$ cat src/inc/ocd_pkg.sv
`default_nettype none
package ocd_pkg;

	// ---------------------------------------------------------------
	// bus geometry
	// ---------------------------------------------------------------
	localparam int unsigned OCD_AW    = 8;
	localparam int unsigned OCD_DW    = 32;
	localparam int unsigned OCD_DIV_W = 8;

	// ---------------------------------------------------------------
	// register indices and byte addresses (index times four)
	// ---------------------------------------------------------------
	localparam logic [5:0] OCD_IDX_DIV01 = 6'h21;
	localparam logic [5:0] OCD_IDX_CTL2  = 6'h22;
	localparam logic [5:0] OCD_IDX_CTL3  = 6'h23;
	localparam logic [7:0] OCD_ADDR_DIV01 = {OCD_IDX_DIV01, 2'h0};
	localparam logic [7:0] OCD_ADDR_CTL2  = {OCD_IDX_CTL2, 2'h0};
	localparam logic [7:0] OCD_ADDR_CTL3  = {OCD_IDX_CTL3, 2'h0};

	// ---------------------------------------------------------------
	// field positions of the control registers
	// ---------------------------------------------------------------
	localparam int unsigned OCD_SRC_B  = 7;
	localparam int unsigned OCD_FMT_HI = 6;
	localparam int unsigned OCD_FMT_LO = 5;
	localparam int unsigned OCD_MA_HI  = 4;
	localparam int unsigned OCD_MA_LO  = 3;
	localparam int unsigned OCD_MB_HI  = 2;
	localparam int unsigned OCD_MB_LO  = 1;

	// ---------------------------------------------------------------
	// reset values
	// ---------------------------------------------------------------
	localparam logic [7:0] OCD_DIV_RST = 8'h01;
	localparam logic       OCD_SRC_RST = 1'h1;
	localparam logic [1:0] OCD_FMT_RST = 2'h1;
	localparam logic [1:0] OCD_MA_RST  = 2'h2;
	localparam logic [1:0] OCD_MB_RST  = 2'h0;

	// ---------------------------------------------------------------
	// decoded driver values
	// ---------------------------------------------------------------
	localparam logic [4:0] OCD_TAIL_0MA  = 5'h00;
	localparam logic [4:0] OCD_TAIL_4MA  = 5'h04;
	localparam logic [4:0] OCD_TAIL_6MA  = 5'h06;
	localparam logic [4:0] OCD_TAIL_8MA  = 5'h08;
	localparam logic [4:0] OCD_TAIL_16MA = 5'h10;
	localparam logic [7:0] OCD_RL_OPEN   = 8'h00;
	localparam logic [7:0] OCD_RL_50     = 8'h32;
	localparam logic [7:0] OCD_RL_100    = 8'h64;
	localparam logic [7:0] OCD_RL_200    = 8'hC8;

	typedef enum logic [1:0] {
		OCD_FMT_OFF  = 2'b00,
		OCD_FMT_AC   = 2'b01,
		OCD_FMT_HCSL = 2'b10,
		OCD_FMT_CMOS = 2'b11
	} ocd_fmt_t;

	typedef enum logic [1:0] {
		OCD_SE_PD_Z   = 2'b00,
		OCD_SE_PD_LOW = 2'b01,
		OCD_SE_UP_INV = 2'b10,
		OCD_SE_UP_POS = 2'b11
	} ocd_se_t;

	typedef enum logic [0:0] {
		OCD_APB_IDLE = 1'b0,
		OCD_APB_ACK  = 1'b1
	} ocd_apb_st_t;

	typedef struct packed {
		logic       out_en;
		logic [4:0] tail_ma;
		logic [7:0] rload;
		logic       p_oe;
		logic       p_pwr;
		logic       p_inv;
		logic       n_oe;
		logic       n_pwr;
		logic       n_inv;
	} ocd_drv_t;

endpackage
`default_nettype wire

$ cat src/inc/ocd_div_if.sv
`timescale 1ns/1ps
`default_nettype none
interface ocd_div_if #(parameter int unsigned DW = 8);
	logic [DW-1:0] ratio_m1;
	logic          tick;
	modport cfg (output ratio_m1, input tick);
	modport div (input ratio_m1, output tick);
endinterface
`default_nettype wire

$ cat src/rtl/ocd_divider.sv
`timescale 1ns/1ps
`default_nettype none
module ocd_divider
	import ocd_pkg::*;
#(
	parameter int unsigned DW = OCD_DIV_W
) (
	// clock and reset
	input wire logic core_clk_i,
	input wire logic rstn_i,
	// ratio in, tick out
	ocd_div_if.div   div_if
);

	// ---------------------------------------------------------------
	// counter
	// ---------------------------------------------------------------
	logic [DW-1:0] cnt_q;
	logic          tick_q;

	// compare with >= so a ratio lowered mid-period never overruns
	always_ff @(posedge core_clk_i or negedge rstn_i) begin
		if (!rstn_i) begin
			cnt_q  <= '0;
			tick_q <= 1'b0;
		end else if (cnt_q >= div_if.ratio_m1) begin
			cnt_q  <= '0;
			tick_q <= 1'b1;
		end else begin
			cnt_q  <= DW'(cnt_q + 1'b1);
			tick_q <= 1'b0;
		end
	end

	assign div_if.tick = tick_q;

	// ---------------------------------------------------------------
	// checking helpers
	// ---------------------------------------------------------------
	logic [DW:0]   gap_q;
	logic [DW-1:0] prev_q;
	logic          chg_q;
	logic          seen_q;

	// cycles since the last tick, and whether the ratio moved meanwhile
	always_ff @(posedge core_clk_i or negedge rstn_i) begin
		if (!rstn_i) begin
			gap_q  <= '0;
			prev_q <= '0;
			chg_q  <= 1'b1;
			seen_q <= 1'b0;
		end else begin
			prev_q <= div_if.ratio_m1;
			gap_q  <= tick_q ? '0 : (DW+1)'(gap_q + 1'b1);
			seen_q <= seen_q | tick_q;
			if (tick_q)
				chg_q <= (div_if.ratio_m1 != prev_q);
			else if (div_if.ratio_m1 != prev_q)
				chg_q <= 1'b1;
		end
	end

	property p_tick_period;
		@(posedge core_clk_i) disable iff (!rstn_i)
		tick_q && seen_q && !chg_q && (div_if.ratio_m1 == prev_q)
			|-> gap_q == {1'b0, div_if.ratio_m1};
	endproperty
	a_tick_period: assert property (p_tick_period)
		else $error("divider period differs from ratio plus one");

	property p_ratio_one;
		@(posedge core_clk_i) disable iff (!rstn_i)
		(div_if.ratio_m1 == '0) [*2] |=> tick_q;
	endproperty
	a_ratio_one: assert property (p_ratio_one)
		else $error("ratio one does not tick every cycle");

endmodule
`default_nettype wire

$ cat src/rtl/ocd_top.sv
// Implementation choice: the APB register port.
`timescale 1ns/1ps
`default_nettype none
// Notes on behaviour
// - one divider drives channels zero and one
// - eight-bit divider field, reset value 0x01
// - division ratio is field value plus one
// - channel 2/3 source: first or second synthesizer
// - channel two control register bit layout
// - channel three layout, bits 7, 0 reserved
// - format: off, AC family, HCSL, CMOS
// - CMOS positive output power and polarity
// - differential tail current from mode a
// - mode b: HCSL load or CMOS negative
module ocd_top
	import ocd_pkg::*;
(
	// clock and reset
	input  wire logic              core_clk_i,
	input  wire logic              rstn_i,
	// apb slave
	input  wire logic              psel_i,
	input  wire logic              penable_i,
	input  wire logic              pwrite_i,
	input  wire logic [OCD_AW-1:0] paddr_i,
	input  wire logic [OCD_DW-1:0] pwdata_i,
	input  wire logic [3:0]        pstrb_i,
	output logic      [OCD_DW-1:0] prdata_o,
	output logic                   pready_o,
	output logic                   pslverr_o,
	// synthesizer clock enables
	input  wire logic              first_synth_tick_i,
	input  wire logic              second_synth_tick_i,
	// channel 0/1 divided ticks
	output logic                   ch0_tick_o,
	output logic                   ch1_tick_o,
	// channel 2/3 source
	output logic                   ch23_src_sel_o,
	output logic                   ch23_src_tick_o,
	// channel 2 driver
	output logic [1:0]             ch2_fmt_o,
	output logic                   ch2_out_en_o,
	output logic [4:0]             ch2_tail_ma_o,
	output logic [7:0]             ch2_rload_ohm_o,
	output logic                   ch2_p_oe_o,
	output logic                   ch2_p_pwr_o,
	output logic                   ch2_p_inv_o,
	output logic                   ch2_n_oe_o,
	output logic                   ch2_n_pwr_o,
	output logic                   ch2_n_inv_o,
	// channel 3 driver
	output logic [1:0]             ch3_fmt_o,
	output logic                   ch3_out_en_o,
	output logic [4:0]             ch3_tail_ma_o,
	output logic [7:0]             ch3_rload_ohm_o,
	output logic                   ch3_p_oe_o,
	output logic                   ch3_p_pwr_o,
	output logic                   ch3_p_inv_o,
	output logic                   ch3_n_oe_o,
	output logic                   ch3_n_pwr_o,
	output logic                   ch3_n_inv_o
);

	// ---------------------------------------------------------------
	// driver decode
	// ---------------------------------------------------------------
	function automatic ocd_drv_t ocd_decode(
		input logic [1:0] fmt,
		input logic [1:0] ma,
		input logic [1:0] mb
	);
		ocd_drv_t r;
		r = '0;
		case (fmt)
			OCD_FMT_AC, OCD_FMT_HCSL: begin
				r.out_en = 1'b1;
				r.p_oe   = 1'b1;
				r.p_pwr  = 1'b1;
				r.n_oe   = 1'b1;
				r.n_pwr  = 1'b1;
				// code 3 depends on the family in use
				case (ma)
					2'h0:    r.tail_ma = OCD_TAIL_4MA;
					2'h1:    r.tail_ma = OCD_TAIL_6MA;
					2'h2:    r.tail_ma = OCD_TAIL_8MA;
					default: r.tail_ma = (fmt == OCD_FMT_HCSL) ?
						OCD_TAIL_16MA : OCD_TAIL_8MA;
				endcase
				// load only exists in HCSL; AC family leaves it open
				if (fmt == OCD_FMT_HCSL) begin
					case (mb)
						2'h0:    r.rload = OCD_RL_OPEN;
						2'h1:    r.rload = OCD_RL_50;
						2'h2:    r.rload = OCD_RL_100;
						default: r.rload = OCD_RL_200;
					endcase
				end
			end
			OCD_FMT_CMOS: begin
				r.out_en = 1'b1;
				r.p_oe   = (ma != OCD_SE_PD_Z);
				r.p_pwr  = ma[1];
				r.p_inv  = (ma == OCD_SE_UP_INV);
				r.n_oe   = (mb != OCD_SE_PD_Z);
				r.n_pwr  = mb[1];
				r.n_inv  = (mb == OCD_SE_UP_INV);
			end
			default: r = '0;
		endcase
		return r;
	endfunction

	localparam ocd_drv_t OCD_DRV_RST = ocd_decode(OCD_FMT_RST, OCD_MA_RST, OCD_MB_RST);
	// ---------------------------------------------------------------
	// apb decode
	// ---------------------------------------------------------------
	ocd_apb_st_t      st_q;
	logic             hit_div;
	logic             hit_ctl2;
	logic             hit_ctl3;
	logic             hit_any;
	logic             access;
	logic             commit_wr;
	logic [OCD_DW-1:0] rd_d;

	// address decode; anything else answers with an error
	always_comb begin
		hit_div  = 1'b0;
		hit_ctl2 = 1'b0;
		hit_ctl3 = 1'b0;
		if (paddr_i == OCD_ADDR_DIV01) begin
			hit_div = 1'b1;
		end else if (paddr_i == OCD_ADDR_CTL2) begin
			hit_ctl2 = 1'b1;
		end else if (paddr_i == OCD_ADDR_CTL3) begin
			hit_ctl3 = 1'b1;
		end
	end

	assign hit_any   = hit_div | hit_ctl2 | hit_ctl3;
	assign access    = psel_i & penable_i;
	// writes land on the edge that samples pready high, lane 0 only
	assign commit_wr = access & (st_q == OCD_APB_ACK) & pwrite_i & pstrb_i[0] & hit_any;

	// ---------------------------------------------------------------
	// registers
	// ---------------------------------------------------------------
	logic [OCD_DIV_W-1:0] div_q;
	logic                 src_q;
	logic [1:0]           fmt2_q;
	logic [1:0]           ma2_q;
	logic [1:0]           mb2_q;
	logic [1:0]           fmt3_q;
	logic [1:0]           ma3_q;
	logic [1:0]           mb3_q;

	// shared divider field, whole byte
	always_ff @(posedge core_clk_i or negedge rstn_i) begin
		if (!rstn_i) begin
			div_q <= OCD_DIV_RST;
		end else if (commit_wr && hit_div) begin
			div_q <= pwdata_i[OCD_DIV_W-1:0];
		end
	end

	// channel 2 control; bit 0 has no storage
	always_ff @(posedge core_clk_i or negedge rstn_i) begin
		if (!rstn_i) begin
			src_q  <= OCD_SRC_RST;
			fmt2_q <= OCD_FMT_RST;
			ma2_q  <= OCD_MA_RST;
			mb2_q  <= OCD_MB_RST;
		end else if (commit_wr && hit_ctl2) begin
			src_q  <= pwdata_i[OCD_SRC_B];
			fmt2_q <= pwdata_i[OCD_FMT_HI:OCD_FMT_LO];
			ma2_q  <= pwdata_i[OCD_MA_HI:OCD_MA_LO];
			mb2_q  <= pwdata_i[OCD_MB_HI:OCD_MB_LO];
		end
	end

	// channel 3 control; bits 7 and 0 have no storage
	always_ff @(posedge core_clk_i or negedge rstn_i) begin
		if (!rstn_i) begin
			fmt3_q <= OCD_FMT_RST;
			ma3_q  <= OCD_MA_RST;
			mb3_q  <= OCD_MB_RST;
		end else if (commit_wr && hit_ctl3) begin
			fmt3_q <= pwdata_i[OCD_FMT_HI:OCD_FMT_LO];
			ma3_q  <= pwdata_i[OCD_MA_HI:OCD_MA_LO];
			mb3_q  <= pwdata_i[OCD_MB_HI:OCD_MB_LO];
		end
	end

	// read mux; reserved and upper bits stay zero
	always_comb begin
		rd_d = '0;
		if (hit_div) begin
			rd_d[OCD_DIV_W-1:0] = div_q;
		end else if (hit_ctl2) begin
			rd_d[OCD_SRC_B]             = src_q;
			rd_d[OCD_FMT_HI:OCD_FMT_LO] = fmt2_q;
			rd_d[OCD_MA_HI:OCD_MA_LO]   = ma2_q;
			rd_d[OCD_MB_HI:OCD_MB_LO]   = mb2_q;
		end else if (hit_ctl3) begin
			rd_d[OCD_FMT_HI:OCD_FMT_LO] = fmt3_q;
			rd_d[OCD_MA_HI:OCD_MA_LO]   = ma3_q;
			rd_d[OCD_MB_HI:OCD_MB_LO]   = mb3_q;
		end
	end

	// ---------------------------------------------------------------
	// apb response
	// ---------------------------------------------------------------
	// one wait state keeps pready, prdata and pslverr registered
	always_ff @(posedge core_clk_i or negedge rstn_i) begin
		if (!rstn_i) begin
			st_q      <= OCD_APB_IDLE;
			pready_o  <= 1'b0;
			pslverr_o <= 1'b0;
			prdata_o  <= '0;
		end else begin
			case (st_q)
				OCD_APB_IDLE: begin
					if (access) begin
						st_q      <= OCD_APB_ACK;
						pready_o  <= 1'b1;
						pslverr_o <= ~hit_any;
						prdata_o  <= pwrite_i ? '0 : rd_d;
					end
				end
				default: begin
					st_q      <= OCD_APB_IDLE;
					pready_o  <= 1'b0;
					pslverr_o <= 1'b0;
					prdata_o  <= '0;
				end
			endcase
		end
	end

	// ---------------------------------------------------------------
	// shared channel 0/1 divider
	// ---------------------------------------------------------------
	ocd_div_if #(.DW(OCD_DIV_W)) div_bus ();
	assign div_bus.ratio_m1 = div_q;
	ocd_divider #(.DW(OCD_DIV_W)) u_div (
		.core_clk_i (core_clk_i),
		.rstn_i     (rstn_i),
		.div_if     (div_bus)
	);

	// both channels retime the same tick, so they never drift apart
	always_ff @(posedge core_clk_i or negedge rstn_i) begin
		if (!rstn_i) begin
			ch0_tick_o <= 1'b0;
			ch1_tick_o <= 1'b0;
		end else begin
			ch0_tick_o <= div_bus.tick;
			ch1_tick_o <= div_bus.tick;
		end
	end

	// ---------------------------------------------------------------
	// channel 2/3 source and drivers
	// ---------------------------------------------------------------
	ocd_drv_t drv2_q;
	ocd_drv_t drv3_q;

	// selector switches on the register edge; a runt tick may occur
	always_ff @(posedge core_clk_i or negedge rstn_i) begin
		if (!rstn_i) begin
			ch23_src_sel_o  <= OCD_SRC_RST;
			ch23_src_tick_o <= 1'b0;
		end else begin
			ch23_src_sel_o  <= src_q;
			ch23_src_tick_o <= src_q ? second_synth_tick_i : first_synth_tick_i;
		end
	end

	// decoded driver controls for both channels
	always_ff @(posedge core_clk_i or negedge rstn_i) begin
		if (!rstn_i) begin
			drv2_q <= OCD_DRV_RST;
			drv3_q <= OCD_DRV_RST;
		end else begin
			drv2_q <= ocd_decode(fmt2_q, ma2_q, mb2_q);
			drv3_q <= ocd_decode(fmt3_q, ma3_q, mb3_q);
		end
	end

	// field order of the driver struct matches each port group
	assign ch2_fmt_o = fmt2_q;
	assign ch3_fmt_o = fmt3_q;
	assign {ch2_out_en_o, ch2_tail_ma_o, ch2_rload_ohm_o,
		ch2_p_oe_o, ch2_p_pwr_o, ch2_p_inv_o, ch2_n_oe_o, ch2_n_pwr_o, ch2_n_inv_o} = drv2_q;
	assign {ch3_out_en_o, ch3_tail_ma_o, ch3_rload_ohm_o,
		ch3_p_oe_o, ch3_p_pwr_o, ch3_p_inv_o, ch3_n_oe_o, ch3_n_pwr_o, ch3_n_inv_o} = drv3_q;

	// ---------------------------------------------------------------
	// checks
	// ---------------------------------------------------------------
	property p_one_wait;
		@(posedge core_clk_i) disable iff (!rstn_i)
		access && !pready_o |=> pready_o ##1 !pready_o;
	endproperty
	a_one_wait: assert property (p_one_wait)
		else $error("apb answer is not exactly one wait state");
	property p_shared_div;
		@(posedge core_clk_i) disable iff (!rstn_i)
		ch0_tick_o == ch1_tick_o;
	endproperty
	a_shared_div: assert property (p_shared_div)
		else $error("channel 0 and 1 ticks differ");
	property p_div_write;
		@(posedge core_clk_i) disable iff (!rstn_i)
		commit_wr && hit_div |=> div_q == $past(pwdata_i[OCD_DIV_W-1:0]);
	endproperty
	a_div_write: assert property (p_div_write)
		else $error("divider write not stored");
	property p_ctl2_map;
		@(posedge core_clk_i) disable iff (!rstn_i)
		commit_wr && hit_ctl2 |=> src_q == $past(pwdata_i[OCD_SRC_B])
			&& ma2_q == $past(pwdata_i[OCD_MA_HI:OCD_MA_LO]);
	endproperty
	a_ctl2_map: assert property (p_ctl2_map)
		else $error("channel 2 fields misplaced");
	property p_ctl3_rsvd;
		@(posedge core_clk_i) disable iff (!rstn_i)
		access && !pwrite_i && hit_ctl3 && !pready_o
			|=> prdata_o[OCD_SRC_B] == 1'b0 && prdata_o[0] == 1'b0
			&& prdata_o[OCD_DW-1:OCD_DIV_W] == '0;
	endproperty
	a_ctl3_rsvd: assert property (p_ctl3_rsvd)
		else $error("channel 3 reserved bits read nonzero");
	property p_src_route;
		@(posedge core_clk_i) disable iff (!rstn_i)
		!src_q |=> ch23_src_tick_o == $past(first_synth_tick_i);
	endproperty
	a_src_route: assert property (p_src_route)
		else $error("cleared selector does not route first synthesizer");
	property p_fmt_off;
		@(posedge core_clk_i) disable iff (!rstn_i)
		fmt3_q == OCD_FMT_OFF |=> !ch3_out_en_o && !ch3_p_oe_o && !ch3_n_oe_o;
	endproperty
	a_fmt_off: assert property (p_fmt_off)
		else $error("disabled channel 3 still drives");
	property p_cmos_inv;
		@(posedge core_clk_i) disable iff (!rstn_i)
		fmt2_q == OCD_FMT_CMOS && ma2_q == OCD_SE_UP_INV
			|=> ch2_p_inv_o && ch2_p_pwr_o && ch2_p_oe_o;
	endproperty
	a_cmos_inv: assert property (p_cmos_inv)
		else $error("cmos inverted positive output wrong");
	property p_hcsl_tail;
		@(posedge core_clk_i) disable iff (!rstn_i)
		fmt2_q == OCD_FMT_HCSL && ma2_q == 2'h3 |=> ch2_tail_ma_o == OCD_TAIL_16MA;
	endproperty
	a_hcsl_tail: assert property (p_hcsl_tail)
		else $error("hcsl top tail current not 16 mA");
	property p_hcsl_load;
		@(posedge core_clk_i) disable iff (!rstn_i)
		fmt3_q == OCD_FMT_HCSL && mb3_q == 2'h1 |=> ch3_rload_ohm_o == OCD_RL_50;
	endproperty
	a_hcsl_load: assert property (p_hcsl_load)
		else $error("hcsl load code 1 not 50 ohm");

endmodule
`default_nettype wire

$ cat config.mk
export PLATFORM = sky130hd
export DESIGN_NAME = ocd_top
export DESIGN_NICKNAME = d
export VERILOG_FILES = /design/src/inc/ocd_pkg.sv /design/src/inc/ocd_div_if.sv /design/src/rtl/ocd_divider.sv /design/src/rtl/ocd_top.sv
export SDC_FILE = /design/constraint.sdc
export NUM_CORES = 1
export LEC_CHECK = 0
export BUFFER_PORTS_ARGS = -buffer_cell sky130_fd_sc_hd__buf_4
export CELL_PAD_IN_SITES_DETAIL_PLACEMENT = 0
export CELL_PAD_IN_SITES_GLOBAL_PLACEMENT = 1
export CORE_ASPECT_RATIO = 1.75
export CORE_MARGIN = 5
export CORE_UTILIZATION = 40
export DETAILED_ROUTE_END_ITERATION = 7
export PLACE_DENSITY = 0.89
export SLEW_MARGIN = 20
export SYNTH_ARGS = -nofsm -noshare
export SYNTH_HDL_FRONTEND = slang
export SYNTH_SLANG_ARGS = --single-unit
$ cat constraint.sdc
create_clock -name core_clk_i -period 2.8 [get_ports core_clk_i]
set_input_delay 0.42 -clock core_clk_i [delete_from_list [all_inputs] [get_ports core_clk_i]]
set_output_delay 0.42 -clock core_clk_i [all_outputs]
set_load 0.05 [all_outputs]
After elaboration in Yosys (flattened, before gate mapping)
Index checks and enable logic that the tools add are counted.
{ "word_totals": {"rom_bits": 0, "out_inout_bits": 82, "latchBits": 0, "memories": 0, "ramBits": 0, "register_bits": 108, "wordCells": 121, "input_bits": 51} }
{ "op_classes": {"mul": 0, "n_eq_ne": 17, "shift": 0, "bitwise": 8, "n_addsub": 1, "n_mux": 43, "reduce_logical": 16, "magnitude_cmp": 1, "div_mod_pow": 0} }
{ "ops": {"columns": ["operator", "count"], "rows": [
  ["two-way mux 32 bit", 2],
  ["one-hot mux 8 bit (3 select lines)", 2],
  ["two-way mux 8 bit", 4],
  ["one-hot mux 5 bit (3 select lines)", 2],
  ["two-way mux 13 bit", 2],
  ["== test 8 bit, second input constant", 3],
  ["two-way mux 1 bit", 22],
  ["== test 2 bit, second input constant", 8],
  ["one-hot mux 2 bit (2 select lines)", 4],
  ["== test 2 x 1 -> 1 bit, second input constant", 6],
  ["two-way mux 6 bit", 2],
  ["two-way mux 5 bit", 2],
  ["nonzero test 2 bit", 5],
  ["adder 8 x 1 -> 8 bit, second input constant", 1],
  ["greater-or-equal comparator 8 bit", 1],
  ["zero test 2 bit", 4],
  ["two-way mux 7 bit", 1],
  ["OR reduction 3 bit", 2],
  ["AND 1 bit", 5],
  ["OR reduction 2 bit", 2],
  ["logical AND 1 bit", 3],
  ["OR 1 bit", 2],
  ["inverter 1 bit", 1]
]} }

Depth between registers and ports, before layout
{ "depth": {"depth_word": 10, "ltp_mapped": 6, "ltp_nobuf": 6} }

Hierarchy
Synthesis repeated with hierarchy kept, for this count alone.
{ "unflattened": {"hier_cells": 309, "hier_area_um2": 3678.5} }
{ "by_module_without_submodules": {"columns": ["module", "cells_per_inst", "seq_area_each_um2", "area_each_um2", "instances"], "rows": [
  ["ocd_top", 254, 1700.4, 3098.0, 1],
  ["ocd_divider", 55, 225.2, 580.6, 1]
]} }

Least setup slack after synthesis
OpenSTA, ideal clock, no wires.
{ "synth_timing": {"path_type": "input-to-reg", "startpoint": "input port paddr_i[6]", "endpoint": "register ma2_q[0]", "arrival_ns": 1.558, "setup_ns": 0.125, "setup_slack_ns": 1.117, "path_stages": 5, "n_path_buf": 1, "cell_sequence": "nor4b_2 and4_4 and3b_1 buf_6 mux2_4"} }
{ "synth_between": {"elab_chain_len": 7, "word_cells_on_any_way": 13, "classes_between": "eq/ne (3); mux (6); bitwise (3); reduce/logical (1)"} }
{ "synth_rtl": {"columns": ["item", "line", "rtl"], "rows": [
  ["from (decl)", "ocd_top.sv:25", "input wire logic [OCD_AW-1:0] paddr_i,"],
  ["== test 8 bit (on tied branches)", "ocd_top.sv:133, ocd_top.sv:135", null],
  ["two-way mux 1 bit (on tied branches)", "ocd_top.sv:133, ocd_top.sv:135", null],
  ["two-way mux 1 bit (on tied branches)", "ocd_top.sv:131, ocd_top.sv:133", null],
  ["OR 1 bit / two-way mux 1 bit (equally long branches)", "ocd_top.sv:140, ocd_top.sv:131", null],
  ["OR 1 bit", "ocd_top.sv:140", "assign hit_any = hit_div | hit_ctl2 | hit_ctl3;"],
  ["AND 1 bit", "ocd_top.sv:143", "assign commit_wr = access & (st_q == OCD_APB_ACK) & pwrite_i & pstrb_i[0] & hit_any;"],
  ["logical AND 1 bit *", "ocd_top.sv:173", "end else if (commit_wr && hit_ctl2) begin"],
  ["to (signal assigned)", "ocd_top.sv:176", "ma2_q <= pwdata_i[OCD_MA_HI:OCD_MA_LO];"],
  ["to (decl)", "ocd_top.sv:151", "logic [1:0] ma2_q;"]
]} }
Every way passes the cells marked *; elsewhere a longest branch is shown, timed or not.
A chain may end at the register's enable or synchronous reset.

Worst setup path after layout
{ "layout_timing": {"startpoint": "register div_q[0] (netlist: div_bus.ratio_m1[0])", "endpoint": "register u_div.cnt_q[7]"} }
{ "layout_between": {"elab_chain_len": 2} }
{ "layout_rtl": {"columns": ["item", "line", "rtl"], "rows": [
  ["from (decl)", "ocd_top.sv:148", "logic [OCD_DIV_W-1:0] div_q;"],
  ["from (signal assigned)", "ocd_top.sv:162", "div_q <= pwdata_i[OCD_DIV_W-1:0];"],
  ["greater-or-equal comparator 8 bit", "ocd_divider.sv:26", "end else if (cnt_q >= div_if.ratio_m1) begin"],
  ["two-way mux 8 bit", "ocd_divider.sv:26", null],
  ["to (signal assigned)", "ocd_divider.sv:30", "cnt_q <= DW'(cnt_q + 1'b1);"],
  ["to (decl)", "ocd_divider.sv:18", "logic [DW-1:0] cnt_q;"]
]} }
No other way between the ends.

==> run_results.csv <==
group,metric,value,unit
power,powerDensity,552,nW/um^2
worst_setup_path,crit_path_end_kind,"flip-flop",
clock_tree,clock_tree.root_cell,"clkbuf_16",
synth,syn_inst,318,
clock_tree,htreeDepth,3,
synth,synth_seq_area_share,0.532,
worst_setup_path,arrival_time_of_data_at_the_critical_path_endpoint,2.18,ns
global_routing,initial_antenna_violation_count,0,
floorplanning,design.core.area,8980,um^2
global_routing,grt_pass1_vias,2442,
clock_tree,clock_tree_from_tritoncts,"done",
sta,holdWs,0.205,ns
global_routing,globalRouteTotalUtil,0.145,
clock_tree,postCtsSetupRepairBufs,0,
global_routing,grt_max_degree,77,
placement,detailedPlacementHpwl,5740,um
worst_setup_path,worst-endpoint-required,3.06,ns
global_routing,grt.overflow.total,0,
floorplanning,number_of_i_o_pins,133,
synth,post_synth_main_area_contributors,"dfrtp_1 (39%), dfstp_2 (14%), ha_1 (9.0%)",
floorplanning,fp.dieArea,11100,um^2
sta,clock-skew-final,0.00444,ns
synth,yosys.area.top_type,"dfrtp_1",
cells_and_area,finish.cell_count_without_fillers,517,
placement,gpl_congestion,0.824,
synth,number_of_warnings_issued_by_yosys,0,
drt,drcViolationCount,0,
sta,post-route-period-util,0.683,
clock_tree,cts-resized-gates,0,
synth,synth_unique_cells,37,
sta,rsz0062_at_grt,"no",
synth,yosys.cell_count.top_type,"dfrtp_1",
sta,slew_headroom,0.389,
placement,dpl.cell_count,501,
synth,ys_dominant_reg_cell,"dfrtp_1",
synth,yosys.area.top_type_share,0.394,
clock_tree,clock_tree.buffer_depth,2,
drt,routed_wl,7490,um
sta,timing_worst_slew_pin_value,0.917,ns
clock_tree,clk-insertion-delay-late,0.34,ns
sta,maxClockFrequency,0.523,GHz
job,max-cap-violations,0,
cells_and_area,drive_above_1_share,0.327,
floorplanning,die_y,136,um
placement,detailedPlace.worstSlack,0.771,ns
clock_tree,clock_buffer_count_from_cts,9,
sta,final_critical_path_setup_slack,0.888,ns
global_routing,grt_pass1_wl,12000,um
worst_setup_path,cp-start-kind,"flip-flop",
cells_and_area,antenna_cells_inserted,0,
cells_and_area,area.growth.synth_to_final,23.3,%
worst_setup_path,worstPathMaxFanout,9,
worst_setup_path,timing.setup.critical_path_class,"flip-flop to flip-flop",
outcome,status,"completed",
drt,detailedRoute.firstIterationViolations,68,
sta,report.final.setup_viol,0,
synth,synth-edff-count,0,
drt,firstDrtPassIters,4,
sta,slew_viol_final,0,
worst_hold_path,hp-class,"input port to async pin",
sta,layout_min_cycle_time,1.91,ns
synth,synth_area,3620,um^2
synth,postSynth.asyncResetShare,1.00,
power,totalPowerFinal,2.46,mW
synth,netlist_top_cells_count,"dfrtp_1 (57), buf_4 (34), ha_1 (26)",
drt,vias_cell,4.68,
cells_and_area,final_nets,469,
cells_and_area,finish.utilization,0.497,
floorplanning,rows,46,
drt,detailroute.via_count,2421,
power,power.ir.vdd_worst,0.000330,V
clock_tree,cts.sinks,76,
power,power.leakage,2.33,nW
sta,setup_total_negative_slack,0,ns
floorplanning,floorplan.initialDensity,0.403,
placement,numPortBuffers,77,
drt,postRouteAntennaNets,0,
synth,ys_ff_latch,76,
sta,hold_violations,0,
cells_and_area,finalInstanceArea,4460,um^2
placement,placed_cell_area,4160,um^2
clock_tree,worst_setup_hold_path_clk_slew,0.06,ns
clock_tree,ctsHoldBuffers,0,
synth,syn_area_per_cell,11.4,um^2
drt,routedWlPerCell,14.5,um
floorplanning,die_width,81.9,um
[worst max-delay path, cell delays in order (launching register included)]
cell and delay [ns]:
dfstp_2 0.55, ha_1 0.22, nand2b_1 0.14, a2111oi_0 0.42, o21ai_1 0.33, nor2_1 0.18
[worst paths after layout]
path                                                         to  depth (start not counted)                             from  slack (ns)
worst min register to register             ch1_tick_o$_DFF_PN0_                          0      u_div.div_if.tick$_DFF_PN0_        0.37
worst max-delay path                   u_div.cnt_q[7]$_DFF_PN0_                          5  div_bus.ratio_m1[0]$_DFFE_PN1P_        0.89
min in group core_clk_i         div_bus.ratio_m1[0]$_DFFE_PN1P_                          2                      pwdata_i[0]        0.32
worst max register to register         u_div.cnt_q[7]$_DFF_PN0_                          5  div_bus.ratio_m1[0]$_DFFE_PN1P_        0.89
max in group asynchronous          ch3_rload_ohm_o[6]$_DFF_PN0_                          1                           rstn_i        1.99
worst min-delay path               ch2_rload_ohm_o[6]$_DFF_PN0_                          1                           rstn_i        0.21
[registers in the layout (all words and copies together) (netlist names), 2 cells and up]
name              flops
ch2_fmt_o             2
ch2_rload_ohm_o       5
ch2_tail_ma_o         4
ch3_fmt_o             2
ch3_rload_ohm_o       5
ch3_tail_ma_o         4
div_bus.ratio_m1      8
ma2_q                 2
ma3_q                 2
mb2_q                 2
mb3_q                 2
prdata_o              8
u_div.cnt_q           8
[logic make-up after synthesis]
group | after synthesis | share of synthesized area
simple gates | 83 | 0.122
flops | 76 | 0.532
buf+inv | 63 | 0.104
compound gates | 50 | 0.0923
fa+ha+maj | 26 | 0.0899
mux | 13 | 0.0446
xor+xnor | 6 | 0.0145
other cells | 1 | 0.00104
[placed cells by master, fill, tap and decap left out, types with 10 or more instances in the layout]
cell type   n
a21oi_1    10
a22o_1     14
and3_1     12
buf_4      78
conb_1     28
dfrtp_1    57
dfstp_2    19
ha_1       26
inv_1      21
nand2_1    15
nand3_1    16
nor2_1     25
o21ai_0    16
[power by group]
group / leakage (nW) / internal, mW / switching [mW] / total [mW]
combinational: 1.27 / 0.0436 / 0.162 / 0.205
clock: 0.144 / 0.711 / 0.433 / 1.14
sequential: 0.919 / 1.11 / 0.00510 / 1.11
total: 2.33 / 1.86 / 0.600 / 2.46
[per-layer routing]
metal  GRT usage  routed length, um  up-vias
met5           0                  0        -
met4      0.0952                302        0
met3      0.0298                371       16
met2       0.262               4270       77
met1       0.143               2550     1160
li1            -                  -     1168
[area by class of cell]
cell class | count | area, um^2
Multi-Input combinational cell | 206 | 1420
Timing Repair Buffer | 78 | 586
Clock buffer | 10 | 239
Tap cell | 120 | 150
Sequential cell | 76 | 1930
Fill cell | 839 | 4520
Inverter | 21 | 78.8
Clock inverter | 6 | 63.8
Note: power is estimated with default switching activity, not from simulation.
